$ cat src/usf_pkg.sv
// Shared constants, opcodes and carriers for the unsigned lane and test ALU
package usf_pkg;

	// Register port offsets
	localparam logic [3:0] REG_FLAGS  = 4'h0;
	localparam logic [3:0] REG_RESULT = 4'h4;
	localparam logic [3:0] REG_CTRL   = 4'h8;
	localparam logic [3:0] REG_COUNT  = 4'hc;

	// Flag field of the status register, bits 31..28 = N Z C V
	localparam int FLAGS_LSB = 28;
	localparam int FLAG_N    = 3;
	localparam int FLAG_Z    = 2;
	localparam int FLAG_C    = 1;
	localparam int FLAG_V    = 0;
	localparam int CTRL_EN   = 0;

	// Values after reset
	localparam logic [3:0]  FLAGS_RST  = 4'h0;
	localparam logic [31:0] RESULT_RST = 32'h0000_0000;
	localparam logic        CTRL_RST   = 1'b1;
	localparam logic [31:0] COUNT_RST  = 32'h0000_0000;

	// Lane widths
	localparam int HALF_W = 16;
	localparam int BYTE_W = 8;

	// Result appears in the cycle after the request
	localparam int ALU_LATENCY = 1;

	typedef enum logic [3:0] {
		OP_TEST_AND  = 4'b0000,
		OP_TEST_XOR  = 4'b0001,
		OP_ADD16     = 4'b0010,
		OP_ADD8      = 4'b0011,
		OP_ASX       = 4'b0100,
		OP_SAX       = 4'b0101,
		OP_HADD16    = 4'b0110,
		OP_HADD8     = 4'b0111,
		OP_HASX      = 4'b1000,
		OP_HSAX      = 4'b1001
	} usf_op_t;

	// Issue from the decoder and register file
	typedef struct packed {
		logic        valid;
		usf_op_t     op;
		logic        cond_pass;
		logic [3:0]  rn_idx;
		logic [3:0]  rd_idx;
		logic        rd_given;
		logic [31:0] op_a;
		logic [31:0] op_b;
		logic        shift_c;
		logic        shift_c_valid;
	} usf_req_t;

	// Write-back to the register file
	typedef struct packed {
		logic        we;
		logic [3:0]  idx;
		logic [31:0] data;
	} usf_wb_t;

endpackage

$ cat src/usf_lane.sv
// One unsigned lane: add or subtract, optionally halved
`timescale 1ns/1ns
module usf_lane #(
	parameter int W = 8
) (
	input  wire logic [W-1:0] a,
	input  wire logic [W-1:0] b,
	input  wire logic         sub,
	input  wire logic         half,
	output logic      [W-1:0] res
);

	logic [W:0] wide;

	// One spare bit keeps carry or borrow for the halving shift [RULE19]
	assign wide = sub ? ({1'b0, a} - {1'b0, b}) : ({1'b0, a} + {1'b0, b});
	// Plain result truncates, halved result drops bit 0 [RULE13] [RULE14]
	assign res = half ? wide[W:1] : wide[W-1:0];

endmodule

$ cat src/usf_alu.sv
// Unsigned lane arithmetic and flag test ALU with its register port
// Notes on behaviour
// (RULE1) AND test: Rn AND second operand, flags only, value dropped.
// (RULE2) XOR test: Rn XOR second operand, flags only, value dropped.
// (RULE3) Test operations never raise the register write enable.
// (RULE4) Tests set N from bit 31 and Z when result is all zero.
// (RULE5) Tests load C from shifter carry when given, else C holds.
// (RULE6) Tests never change V.
// (RULE7) After XOR test, N equals XOR of both operand sign bits.
// (RULE8) Decoder never names stack pointer or program counter here.
// (RULE9) Halfword add: two independent truncated 16-bit lane sums.
// (RULE10) Byte add: four independent truncated 8-bit lane sums.
// (RULE11) Add-sub exchange: bottom a_lo minus b_hi, top a_hi plus b_lo.
// (RULE12) Sub-add exchange: bottom a_lo plus b_hi, top a_hi minus b_lo.
// (RULE13) Halving halfword add: each 16-bit lane sum shifted right one.
// (RULE14) Halving byte add: each 8-bit lane sum shifted right one.
// (RULE15) Halving add-sub exchange: halved forms of the exchange lanes.
// (RULE16) Halving sub-add exchange: halved forms of the exchange lanes.
// (RULE17) Lane operations leave all flags unchanged.
// (RULE18) Failed condition suppresses both write and flag update.
// (RULE19) Halving lanes keep one extra bit before the shift.
// (RULE20) Without a destination, result goes to the first operand register.
`timescale 1ns/1ns
module usf_alu (
	input  wire logic             mclk,
	input  wire logic             nrst,
	input  wire usf_pkg::usf_req_t req,
	output usf_pkg::usf_wb_t      wb,
	output logic      [3:0]       flags,
	input  wire logic [3:0]       bus_addr,
	input  wire logic [31:0]      bus_wdata,
	input  wire logic             bus_wr,
	input  wire logic             bus_rd,
	output logic      [31:0]      bus_rdata
);

	// Opcode classes for the datapath; op_is_test also serves the checks
	function automatic logic op_is_test(input usf_pkg::usf_op_t o);
		op_is_test = (o == usf_pkg::OP_TEST_AND) ||
			(o == usf_pkg::OP_TEST_XOR);
	endfunction

	function automatic logic op_is_byte(input usf_pkg::usf_op_t o);
		op_is_byte = (o == usf_pkg::OP_ADD8) || (o == usf_pkg::OP_HADD8);
	endfunction

	function automatic logic op_is_half(input usf_pkg::usf_op_t o);
		op_is_half = (o == usf_pkg::OP_HADD16) ||
			(o == usf_pkg::OP_HADD8) ||
			(o == usf_pkg::OP_HASX) ||
			(o == usf_pkg::OP_HSAX);
	endfunction

	logic        ctrl_en;
	logic [31:0] last_result;
	logic [31:0] op_count;

	logic        fire;
	logic        is_test;
	logic        is_asx;
	logic        is_sax;
	logic        exch;
	logic        halving;
	logic [31:0] test_res;
	logic [31:0] half_res;
	logic [31:0] byte_res;
	logic [31:0] lane_res;
	logic        flags_hit;
	logic [31:0] rd_word;

	usf_pkg::usf_wb_t next_wb;
	logic [3:0]       next_flags;

	// Issue decode; a failed condition drops the whole operation [RULE18]
	assign fire    = req.valid & req.cond_pass & ctrl_en; // [RULE18]
	assign is_test = op_is_test(req.op);
	assign is_asx  = (req.op == usf_pkg::OP_ASX) ||
		(req.op == usf_pkg::OP_HASX);
	assign is_sax  = (req.op == usf_pkg::OP_SAX) ||
		(req.op == usf_pkg::OP_HSAX);
	assign exch    = is_asx | is_sax;
	assign halving = op_is_half(req.op);

	// Test result reaches only the flags and the observed result register [RULE1] [RULE2]
	assign test_res = (req.op == usf_pkg::OP_TEST_AND) ?
		(req.op_a & req.op_b) : (req.op_a ^ req.op_b);

	// Halfword lanes; exchange swaps the halves of the second operand
	genvar h;
	generate
		for (h = 0; h < 2; h++)
		begin : g_half
			logic [usf_pkg::HALF_W-1:0] b_pick;
			logic                       sub;
			// Bottom subtracts on add-sub, top subtracts on sub-add
			assign b_pick = exch ?
				req.op_b[usf_pkg::HALF_W*(1-h) +: usf_pkg::HALF_W] :
				req.op_b[usf_pkg::HALF_W*h +: usf_pkg::HALF_W]; // [RULE11]
			assign sub = (h == 0) ? is_asx : is_sax; // [RULE12]
			usf_lane #(
				.W    (usf_pkg::HALF_W)
			) u_lane (
				.a    (req.op_a[usf_pkg::HALF_W*h +: usf_pkg::HALF_W]),
				.b    (b_pick),
				.sub  (sub),
				.half (halving),
				.res  (half_res[usf_pkg::HALF_W*h +: usf_pkg::HALF_W])
			); // [RULE9] [RULE15] [RULE16]
		end
	endgenerate

	// Byte lanes never carry into each other
	genvar k;
	generate
		for (k = 0; k < 4; k++)
		begin : g_byte
			usf_lane #(
				.W    (usf_pkg::BYTE_W)
			) u_lane (
				.a    (req.op_a[usf_pkg::BYTE_W*k +: usf_pkg::BYTE_W]),
				.b    (req.op_b[usf_pkg::BYTE_W*k +: usf_pkg::BYTE_W]),
				.sub  (1'b0),
				.half (halving),
				.res  (byte_res[usf_pkg::BYTE_W*k +: usf_pkg::BYTE_W])
			); // [RULE10] [RULE14]
		end
	endgenerate

	assign lane_res = op_is_byte(req.op) ? byte_res : half_res;

	// Write-back: tests never write, missing destination means Rn
	assign next_wb.we   = fire & ~is_test; // [RULE3]
	assign next_wb.idx  = req.rd_given ? req.rd_idx : req.rn_idx; // [RULE20]
	assign next_wb.data = lane_res;

	// Flags: an issued test beats a software write in the same cycle
	assign flags_hit = bus_wr && (bus_addr == usf_pkg::REG_FLAGS);
	always_comb
	begin
		next_flags = flags;
		if (fire && is_test)
		begin
			next_flags[usf_pkg::FLAG_N] = test_res[31]; // [RULE4] [RULE7]
			next_flags[usf_pkg::FLAG_Z] = (test_res == 32'h0); // [RULE4]
			if (req.shift_c_valid)
				next_flags[usf_pkg::FLAG_C] = req.shift_c; // [RULE5]
		end
		else if (flags_hit)
			next_flags = bus_wdata[usf_pkg::FLAGS_LSB +: 4];
	end

	// Read decode; unmapped offsets read as zero
	assign rd_word =
		(bus_addr == usf_pkg::REG_FLAGS)  ? {flags, 28'h0} :
		(bus_addr == usf_pkg::REG_RESULT) ? last_result :
		(bus_addr == usf_pkg::REG_CTRL)   ? {31'h0, ctrl_en} :
		(bus_addr == usf_pkg::REG_COUNT)  ? op_count : 32'h0;

	// Write-back and flags; lane ops and failed ones keep flags [RULE17]
	always_ff @(posedge mclk or negedge nrst)
	begin
		if (!nrst)
		begin
			wb    <= '0;
			flags <= usf_pkg::FLAGS_RST;
		end
		else
		begin
			wb    <= next_wb;
			flags <= next_flags; // [RULE6]
		end
	end

	// Control, observed result and retired count
	always_ff @(posedge mclk or negedge nrst)
	begin
		if (!nrst)
		begin
			ctrl_en     <= usf_pkg::CTRL_RST;
			last_result <= usf_pkg::RESULT_RST;
			op_count    <= usf_pkg::COUNT_RST;
		end
		else
		begin
			if (bus_wr && (bus_addr == usf_pkg::REG_CTRL))
				ctrl_en <= bus_wdata[usf_pkg::CTRL_EN];
			if (fire)
			begin
				last_result <= is_test ? test_res : lane_res;
				op_count    <= op_count + 32'h1;
			end
		end
	end

	// Read data stand only in the cycle after the strobe
	always_ff @(posedge mclk or negedge nrst)
	begin
		if (!nrst)
			bus_rdata <= 32'h0;
		else
			bus_rdata <= bus_rd ? rd_word : 32'h0;
	end

	logic test_go;
	logic lane_go;
	assign test_go = fire & is_test;
	assign lane_go = fire & ~is_test;
endmodule

$ cat config.mk
export PLATFORM = sky130hd
export DESIGN_NAME = usf_alu
export DESIGN_NICKNAME = d
export VERILOG_FILES = /design/src/usf_pkg.sv /design/src/usf_lane.sv /design/src/usf_alu.sv
export SDC_FILE = /design/constraint.sdc
export NUM_CORES = 1
export LEC_CHECK = 0
export ABC_CLOCK_PERIOD_IN_PS = 2300
export BUFFER_PORTS_ARGS = -buffer_cell sky130_fd_sc_hd__buf_2
export CAP_MARGIN = 20
export CORE_MARGIN = 8
export CORE_UTILIZATION = 40
export DETAILED_ROUTE_END_ITERATION = 7
export PLACE_DENSITY = 0.56
export SYNTH_ARGS = -nofsm -noshare
export SYNTH_HDL_FRONTEND = slang
export SYNTH_HIERARCHICAL = 1
export SYNTH_SLANG_ARGS = --single-unit
$ cat constraint.sdc
create_clock -name mclk -period 2.3 [get_ports mclk]
set_input_delay 0.46 -clock mclk [delete_from_list [all_inputs] [get_ports mclk]]
set_output_delay 0.46 -clock mclk [all_outputs]
set_load 0.01 [all_outputs]
==> results of run 1 <==
-- final cells by class --
type | count | area (um^2) | area share (%)
clock buffer | 18 | 439 | 2.42
clock inverter | 14 | 218 | 1.20
inverter | 43 | 164 | 0.904
multi-input combinational | 1068 | 9140 | 50.4
sequential | 138 | 3450 | 19.1
tap | 390 | 488 | 2.69
timing repair buffer | 566 | 4220 | 23.3
-- kinds of logic (layout without fill, tap and decap cells) --
| kind of cell | count (synthesis) | count (layout) | synth area share, % |
|---|---|---|---|
| buffers and inverters | 93 | 641 | 3.22 |
| flip-flops | 138 | 138 | 29.1 |
| AO/OA/AOI/OAI | 278 | 278 | 17.0 |
| multiplexers | 139 | 139 | 12.6 |
| other | 1 | 4 | 0.0316 |
| AND/OR/NAND/NOR | 416 | 416 | 17.1 |
| adder cells (fa/ha/maj) | 109 | 109 | 11.9 |
| XOR/XNOR | 122 | 122 | 9.07 |
-- flip-flops by register name, indices dropped and copies added (netlist names) --
register	cells
bus_rdata	32
wb	37
ctrl_en	1
flags	4
op_count	32
last_result	32
-- stage by stage --
stage	hold slack (ns)	TNS, ns	total power, mW	util [%]
final	0.268	-97.81	13.2	61.6
after global routing	0.257	-103.72	13.9	61.6
after CTS	0.248	-91.68	12.9	60.5
after detailed placement	0.390	-126.62	8.95	54.3
after global placement	0.389	-124.05	8.88	54.3
after floorplan	0.164	-94.82	6.34	-
-- metal layers --
layer / wire length (um) / track usage [%]
met2: 20200 / 39.1
met5: 0 / 0
met3: 2320 / 4.21
met4: 1290 / 8.06
met1: 18500 / 29.8
-- worst paths after layout --
path                                from         endpoint  slack, ns  cells past startpoint
max                              req[79]  last_result[15]      -2.10                     19
max in group asynchronous           nrst   last_result[3]       1.18                      3
min in group asynchronous           nrst     bus_rdata[9]       0.52                      2
max reg2reg                      ctrl_en     op_count[13]       0.41                      4
min                        bus_wdata[28]         flags[0]       0.27                      2
min reg2reg                 op_count[31]     op_count[31]       0.48                      1
-- power by group through the flow --
| stage | Combinational (mW) | Clock (mW) | Sequential, mW |
|---|---|---|---|
| after CTS | 6.42 | 3.10 | 3.41 |
| after global placement | 5.44 | 0 | 3.44 |
| after detailed placement | 5.50 | 0 | 3.45 |
| final | 6.74 | 3.05 | 3.42 |
| after global routing | 7.24 | 3.21 | 3.48 |
| after floorplan | 2.93 | 0 | 3.41 |
-- worst reg2reg max path, delay by kind of cell, from the launching register on --
family / cells / cell delay [ns]
DFF: 1 / 0.55
xor gates and xnor gates: 1 / 0.16
and+or+nand+nor: 3 / 1.08
-- cell usage after synthesis, types with 6 or more instances --
cell type  instances
or3_1             12
clkbuf_1          29
or2_2             10
nand4_1           16
and3_1            12
o21a_1            14
nor3_1            31
nand2_1           63
nor4_1            26
a21oi_1           57
fa_1               6
nor2b_1            6
ha_1             103
a22oi_1           28
xor2_1            23
dfrtp_1          137
xnor2_1           98
o21bai_1           6
a211oi_1           9
a31o_1             9
nand3_1           24
buf_2             14
a221o_1           33
nand2b_1          11
mux2i_1           52
o21ai_0           49
inv_1             42
a21o_1            11
a31oi_1           10
nor2_1           171
mux2_2            87
-- repair_timing --
item                                   4_1_cts  5_1_grt
buffers inserted                            46       20
pin swaps                                  118       76
gates cloned                                 1        0
setup endpoints to repair                   64       64
endpoints found under the hold margin       36        0
hold buffers                                 1        0
gates resized for setup                    197       55
==> metrics, run 1 <==
WP data arrival=roughly 4.7 ns; WP buf/inv=2; Die X=188 um; placed insts=2151; total CTS buffers=17; layout cells sized above 1=between 40% and 50%; PortBufs=approximately 170; via count=roughly 12000; Post-Route WL=about 42 mm; drt via density=approximately 5.4; endpoints failing setup=64; Final period util=191%; Worst Setup Start Kind=input port; placed cell area=about 0.016 mm^2; post-synthesis register bit count=around 140; Max rail drop VDD=approximately 0.00037 V; f_max=0.227 GHz; Power Density=between 700 and 800 mW/mm^2; share of power burned in registers=about 26%; initial antenna violation count=0; internal power=just under 9 mW; top cells by area, synth=dfrtp_1, ha_1, mux2_2, xnor2_1, nor2_1; pin count of the biggest net entering global routing=55; number of synthesized flops with an enable pin=0; Root Buffer=clkbuf_16; clock slew at reported path FFs=about 0.06 ns; cell taking the most area after synthesis=dfrtp_1; critical path capture point type=flop; Worst-Skew Late Latency=roughly 0.43 ns; post-synth top area share=28.9%; clk sinks=138; core area=0.0294 mm^2; CP max stage cell=or3_4; DRT Pass-1 Iters=5; relative slew slack=approximately 56%; Least-Margin Pin Slew=around 0.65 ns; RSZ-0062 raised after global routing=yes; Final Non-Filler Cells=2237; status=finished, violations left; critical path peak fanout=7; Final ANT Viol Nets=0; global placer's final weighted congestion=roughly 0.94; vias in the first global route=12400; most frequent cells in the layout=buf_4, buf_2, nor2_1; Psw=4.54 mW; WL per Instance=approximately 19 um; static leakage=between 8 and 9 nW; most frequent CP cell=mux2_4; fillers=2513; Yosys cell types=80; Clock Path Buffers=2; first-pass GRT wire length=between 60 and 70 mm; Hold Path Class=input port to flop; Net Sw Frac=34.3%; Slowest Stage Delay on Critical Path=roughly 0.40 ns; H-tree Lvls=4; Gate power share=between 50% and 60%; synthesized area per cell=between 9 and 10 um^2; global route overflow=0; fin worst setup slack=-2.10 ns; Die ar.=~0.035 mm^2; Post-Place Setup Slack=-2.54 ns; Residual DRC=0; Setup Skew=roughly 0.008 ns; Design Area, Final=about 0.018 mm^2; max-cap violation count=0; CP top delay family=simple AND/OR/NAND/NOR gates; CP cell instances=buf_8 -> xnor2_4 -> nor2_4 -> buf_12 -> mux2_4 -> or3_4 -> or3_4 -> nor2_4 -> and2_4 -> a21oi_2 -> xnor2_1 -> ha_1 -> and4_1 -> a211o_1 -> a31o_4 -> xor2_2 -> mux2_4 -> mux2_4 -> a221o_1; Final min period=between 4 and 5 ns; P&R area growth vs syn=52.8%; CTS tree=built; FP Rows=63; Mapped Area=around 0.012 mm^2; ys flop type=dfrtp_1; I/O pin count=194; synth warn=6; async set-reset flop share out of synthesis=100%; starting DRC count in detailed routing=between 700 and 800; CP Class=input port to flop; Initial Util=40.4%; register area share after synthesis=between 20% and 30%; final slew viol count=0; Required @ worst endpoint=approximately 2.6 ns; final net count=2064; cell count after synthesis=about 1300; final hold viol count=0; Die Y=around 190 um; all-layer global routing usage=between 20% and 30%; most common cell after layout, fill and taps aside=buf_4; failing checks=negative setup slack; DP HPWL=between 30 and 40 mm; # diodes=0; Clock power frac=23.1%
No activity file was read; power rests on OpenSTA's default activity.
==> run 2: changes to the inputs <==
--- a/config.mk
+++ b/config.mk
@@ -11,7 +11,7 @@
 export CORE_MARGIN = 8
 export CORE_UTILIZATION = 40
 export DETAILED_ROUTE_END_ITERATION = 7
-export PLACE_DENSITY = 0.56
+export PLACE_DENSITY = 0.6
 export SYNTH_ARGS = -nofsm -noshare
 export SYNTH_HDL_FRONTEND = slang
 export SYNTH_HIERARCHICAL = 1
==> run 2 against run 1 <==
  * The flow still finishes with violations (negative setup slack)
  * First-iteration DRC count rose by 16%
  * Clock power fell by 12%
  * Clock-buffer cell count did not move
  * Final cell count is 0.89% lower
  * Cell area decreased by 1.1%
  * Sequential share of layout area rose by 0.21 points
  * Global-route usage down 0.65 points
  * Critical path type unchanged
  * Largest cell class unchanged
  * Largest power group unchanged
==> metrics, run 2 (synthesis results as in run 1) <==
RSZ-0062 raised after global routing=yes; max reg flops=37; WL per Instance=approximately 19 um; final slew viol count=0; Residual DRC=0; Die ar.=about 0.035 mm^2; first-pass GRT wire length=approximately 64 mm; Gate power share=between 50% and 60%; CP max stage cell=or3_4; worst r2r src=ctrl_en; Power Density=718 mW/mm^2; CP top delay family=compound AO/OA/AOI/OAI gates; most frequent CP cell=mux2_4; final net count=between 2000 and 2500; fillers=approximately 2500; endpoints failing setup=64; Die X=between 150 and 200 um; share of power burned in registers=a little over a quarter; final hold viol count=0; failing checks=negative setup slack; WP data arrival=roughly 4.7 ns; Post-Route WL=approximately 42 mm; via count=12000; Least-Margin Pin Slew=0.637 ns; placed cell area=~0.016 mm^2; fin worst setup slack=-2.11 ns; internal power=between 8 and 9 mW; Max rail drop VDD=about 0.00045 V; relative slew slack=57.5%; critical path peak fanout=6; max-cap violation count=0; H-tree Lvls=4; Root Buffer=clkbuf_16; pin count of the biggest net entering global routing=53; FP Rows=63; Net Sw Frac=35.4%; clock slew at reported path FFs=about 0.07 ns; # diodes=0; Die Y=around 190 um; M3 GR Usage=3.46%; CTS tree=built; all-layer global routing usage=between 20% and 30%; Final ANT Viol Nets=0; Design Area, Final=0.0179 mm^2; Worst Setup Start Kind=input port; drt via density=between 5 and 6; Final period util=192%; CP Class=input port to flop; crit path from=req[79]; status=finished, violations left; f_max=0.227 GHz; Initial Util=approximately 40%; Final min period=~4.4 ns; clk sinks=138; final core occ=a little over 60%; static leakage=8.48 nW; DP HPWL=33.7 mm; vias in the first global route=12000; most frequent cells in the layout=buf_4, buf_2, nor2_1; P&R area growth vs syn=51.1%; layout cells sized above 1=45.3%; most common cell after layout, fill and taps aside=buf_4; starting DRC count in detailed routing=~910; met2 Track Usage GR=37.6%; Hold Path Class=input port to flop; initial antenna violation count=0; met1 Track Usage GR=29.3%; Clock Path Buffers=2; critical path capture point type=flop; CP cell instances=buf_8 -> xnor2_4 -> nor2_4 -> buf_12 -> mux2_4 -> or3_4 -> or3_4 -> nor2_4 -> a21oi_2 -> xnor2_1 -> ha_1 -> a21o_1 -> o21bai_4 -> a211o_1 -> a31o_4 -> xor2_2 -> mux2_4 -> mux2_4 -> a221o_1; I/O pin count=~190; Slowest Stage Delay on Critical Path=~0.43 ns; Clock power frac=between 20% and 30%; Post-Place Setup Slack=-2.57 ns; Setup Skew=0.00891 ns; PortBufs=166; global placer's final weighted congestion=slightly below 1; core area=between 0.02 and 0.03 mm^2; global route overflow=0; Psw=4.56 mW; TNS Setup=-98.09 ns; WP buf/inv=2; total CTS buffers=17; busiest grt layer=met2; Worst-Skew Late Latency=0.43 ns; DRT Pass-1 Iters=7; Required @ worst endpoint=~2.6 ns; Largest Register=wb; worst hold start=req[72]
## run 2: worst paths after layout
kind / end / slack [ns] / depth (start not counted)
setup / recovery: last_result[15] / -2.11 / 19
hold / removal: wb[33] / 0.27 / 2
setup reg to reg: op_count[25] / 0.41 / 5
hold reg to reg: op_count[26] / 0.50 / 1
max in group asynchronous: wb[13] / 1.15 / 3
min in group asynchronous: bus_rdata[8] / 0.54 / 2
## run 2: worst reg2reg max path, cell delays in order (launching register included)
cell	delay, ns
dfstp_2	0.55
nand3_1	0.34
nor4_1	0.41
buf_4	0.20
nand4_1	0.13
xnor2_1	0.15
## run 2: stage by stage
| stage | power, mW | hold WS, ns | std cells |
|---|---|---|---|
| floorplan | 6.34 | 0.164 | 1299 |
| global placement | 8.87 | 0.417 | 2142 |
| detailed placement | 8.94 | 0.421 | 2142 |
| CTS | 12.5 | 0.253 | 2202 |
| global route | 13.6 | 0.249 | 2217 |
| finish | 12.9 | 0.271 | 2217 |
## run 2: area by class of cell
cell class / count / area (um^2) / area share (%)
clock buffer: 18 / 429 / 2.39
sequential: 138 / 3450 / 19.3
clock inverter: 13 / 146 / 0.817
inverter: 43 / 166 / 0.928
multi-input combinational: 1068 / 9160 / 51.1
timing repair buffer: 547 / 4080 / 22.8
tap: 390 / 488 / 2.72
## run 2: routing by layer
metal | wire (um) | part of all wire (%)
met1 | 18500 | 44
met2 | 19700 | 47
met3 | 2200 | 5.2
met4 | 1500 | 3.6
met5 | 0 | 0
## run 2: power by group through the flow
stage	clock (mW)	combinational, mW	sequential, mW
6_report	2.68	6.76	3.43
5_1_grt	2.84	7.23	3.48
4_1_cts	2.73	6.35	3.42
3_5_place_dp	0	5.48	3.46
3_3_place_gp	0	5.42	3.45
2_1_floorplan	0	2.93	3.41
## run 2: repair_timing
item | 4_1_cts | 5_1_grt
buffers inserted | 40 | 35
gates resized for setup | 180 | 89
hold endpoints to repair | 43 | 0
hold buffers | 1 | 0
pin swaps | 110 | 82
endpoints found under the setup margin | 64 | 64
cloned | 1 | 0
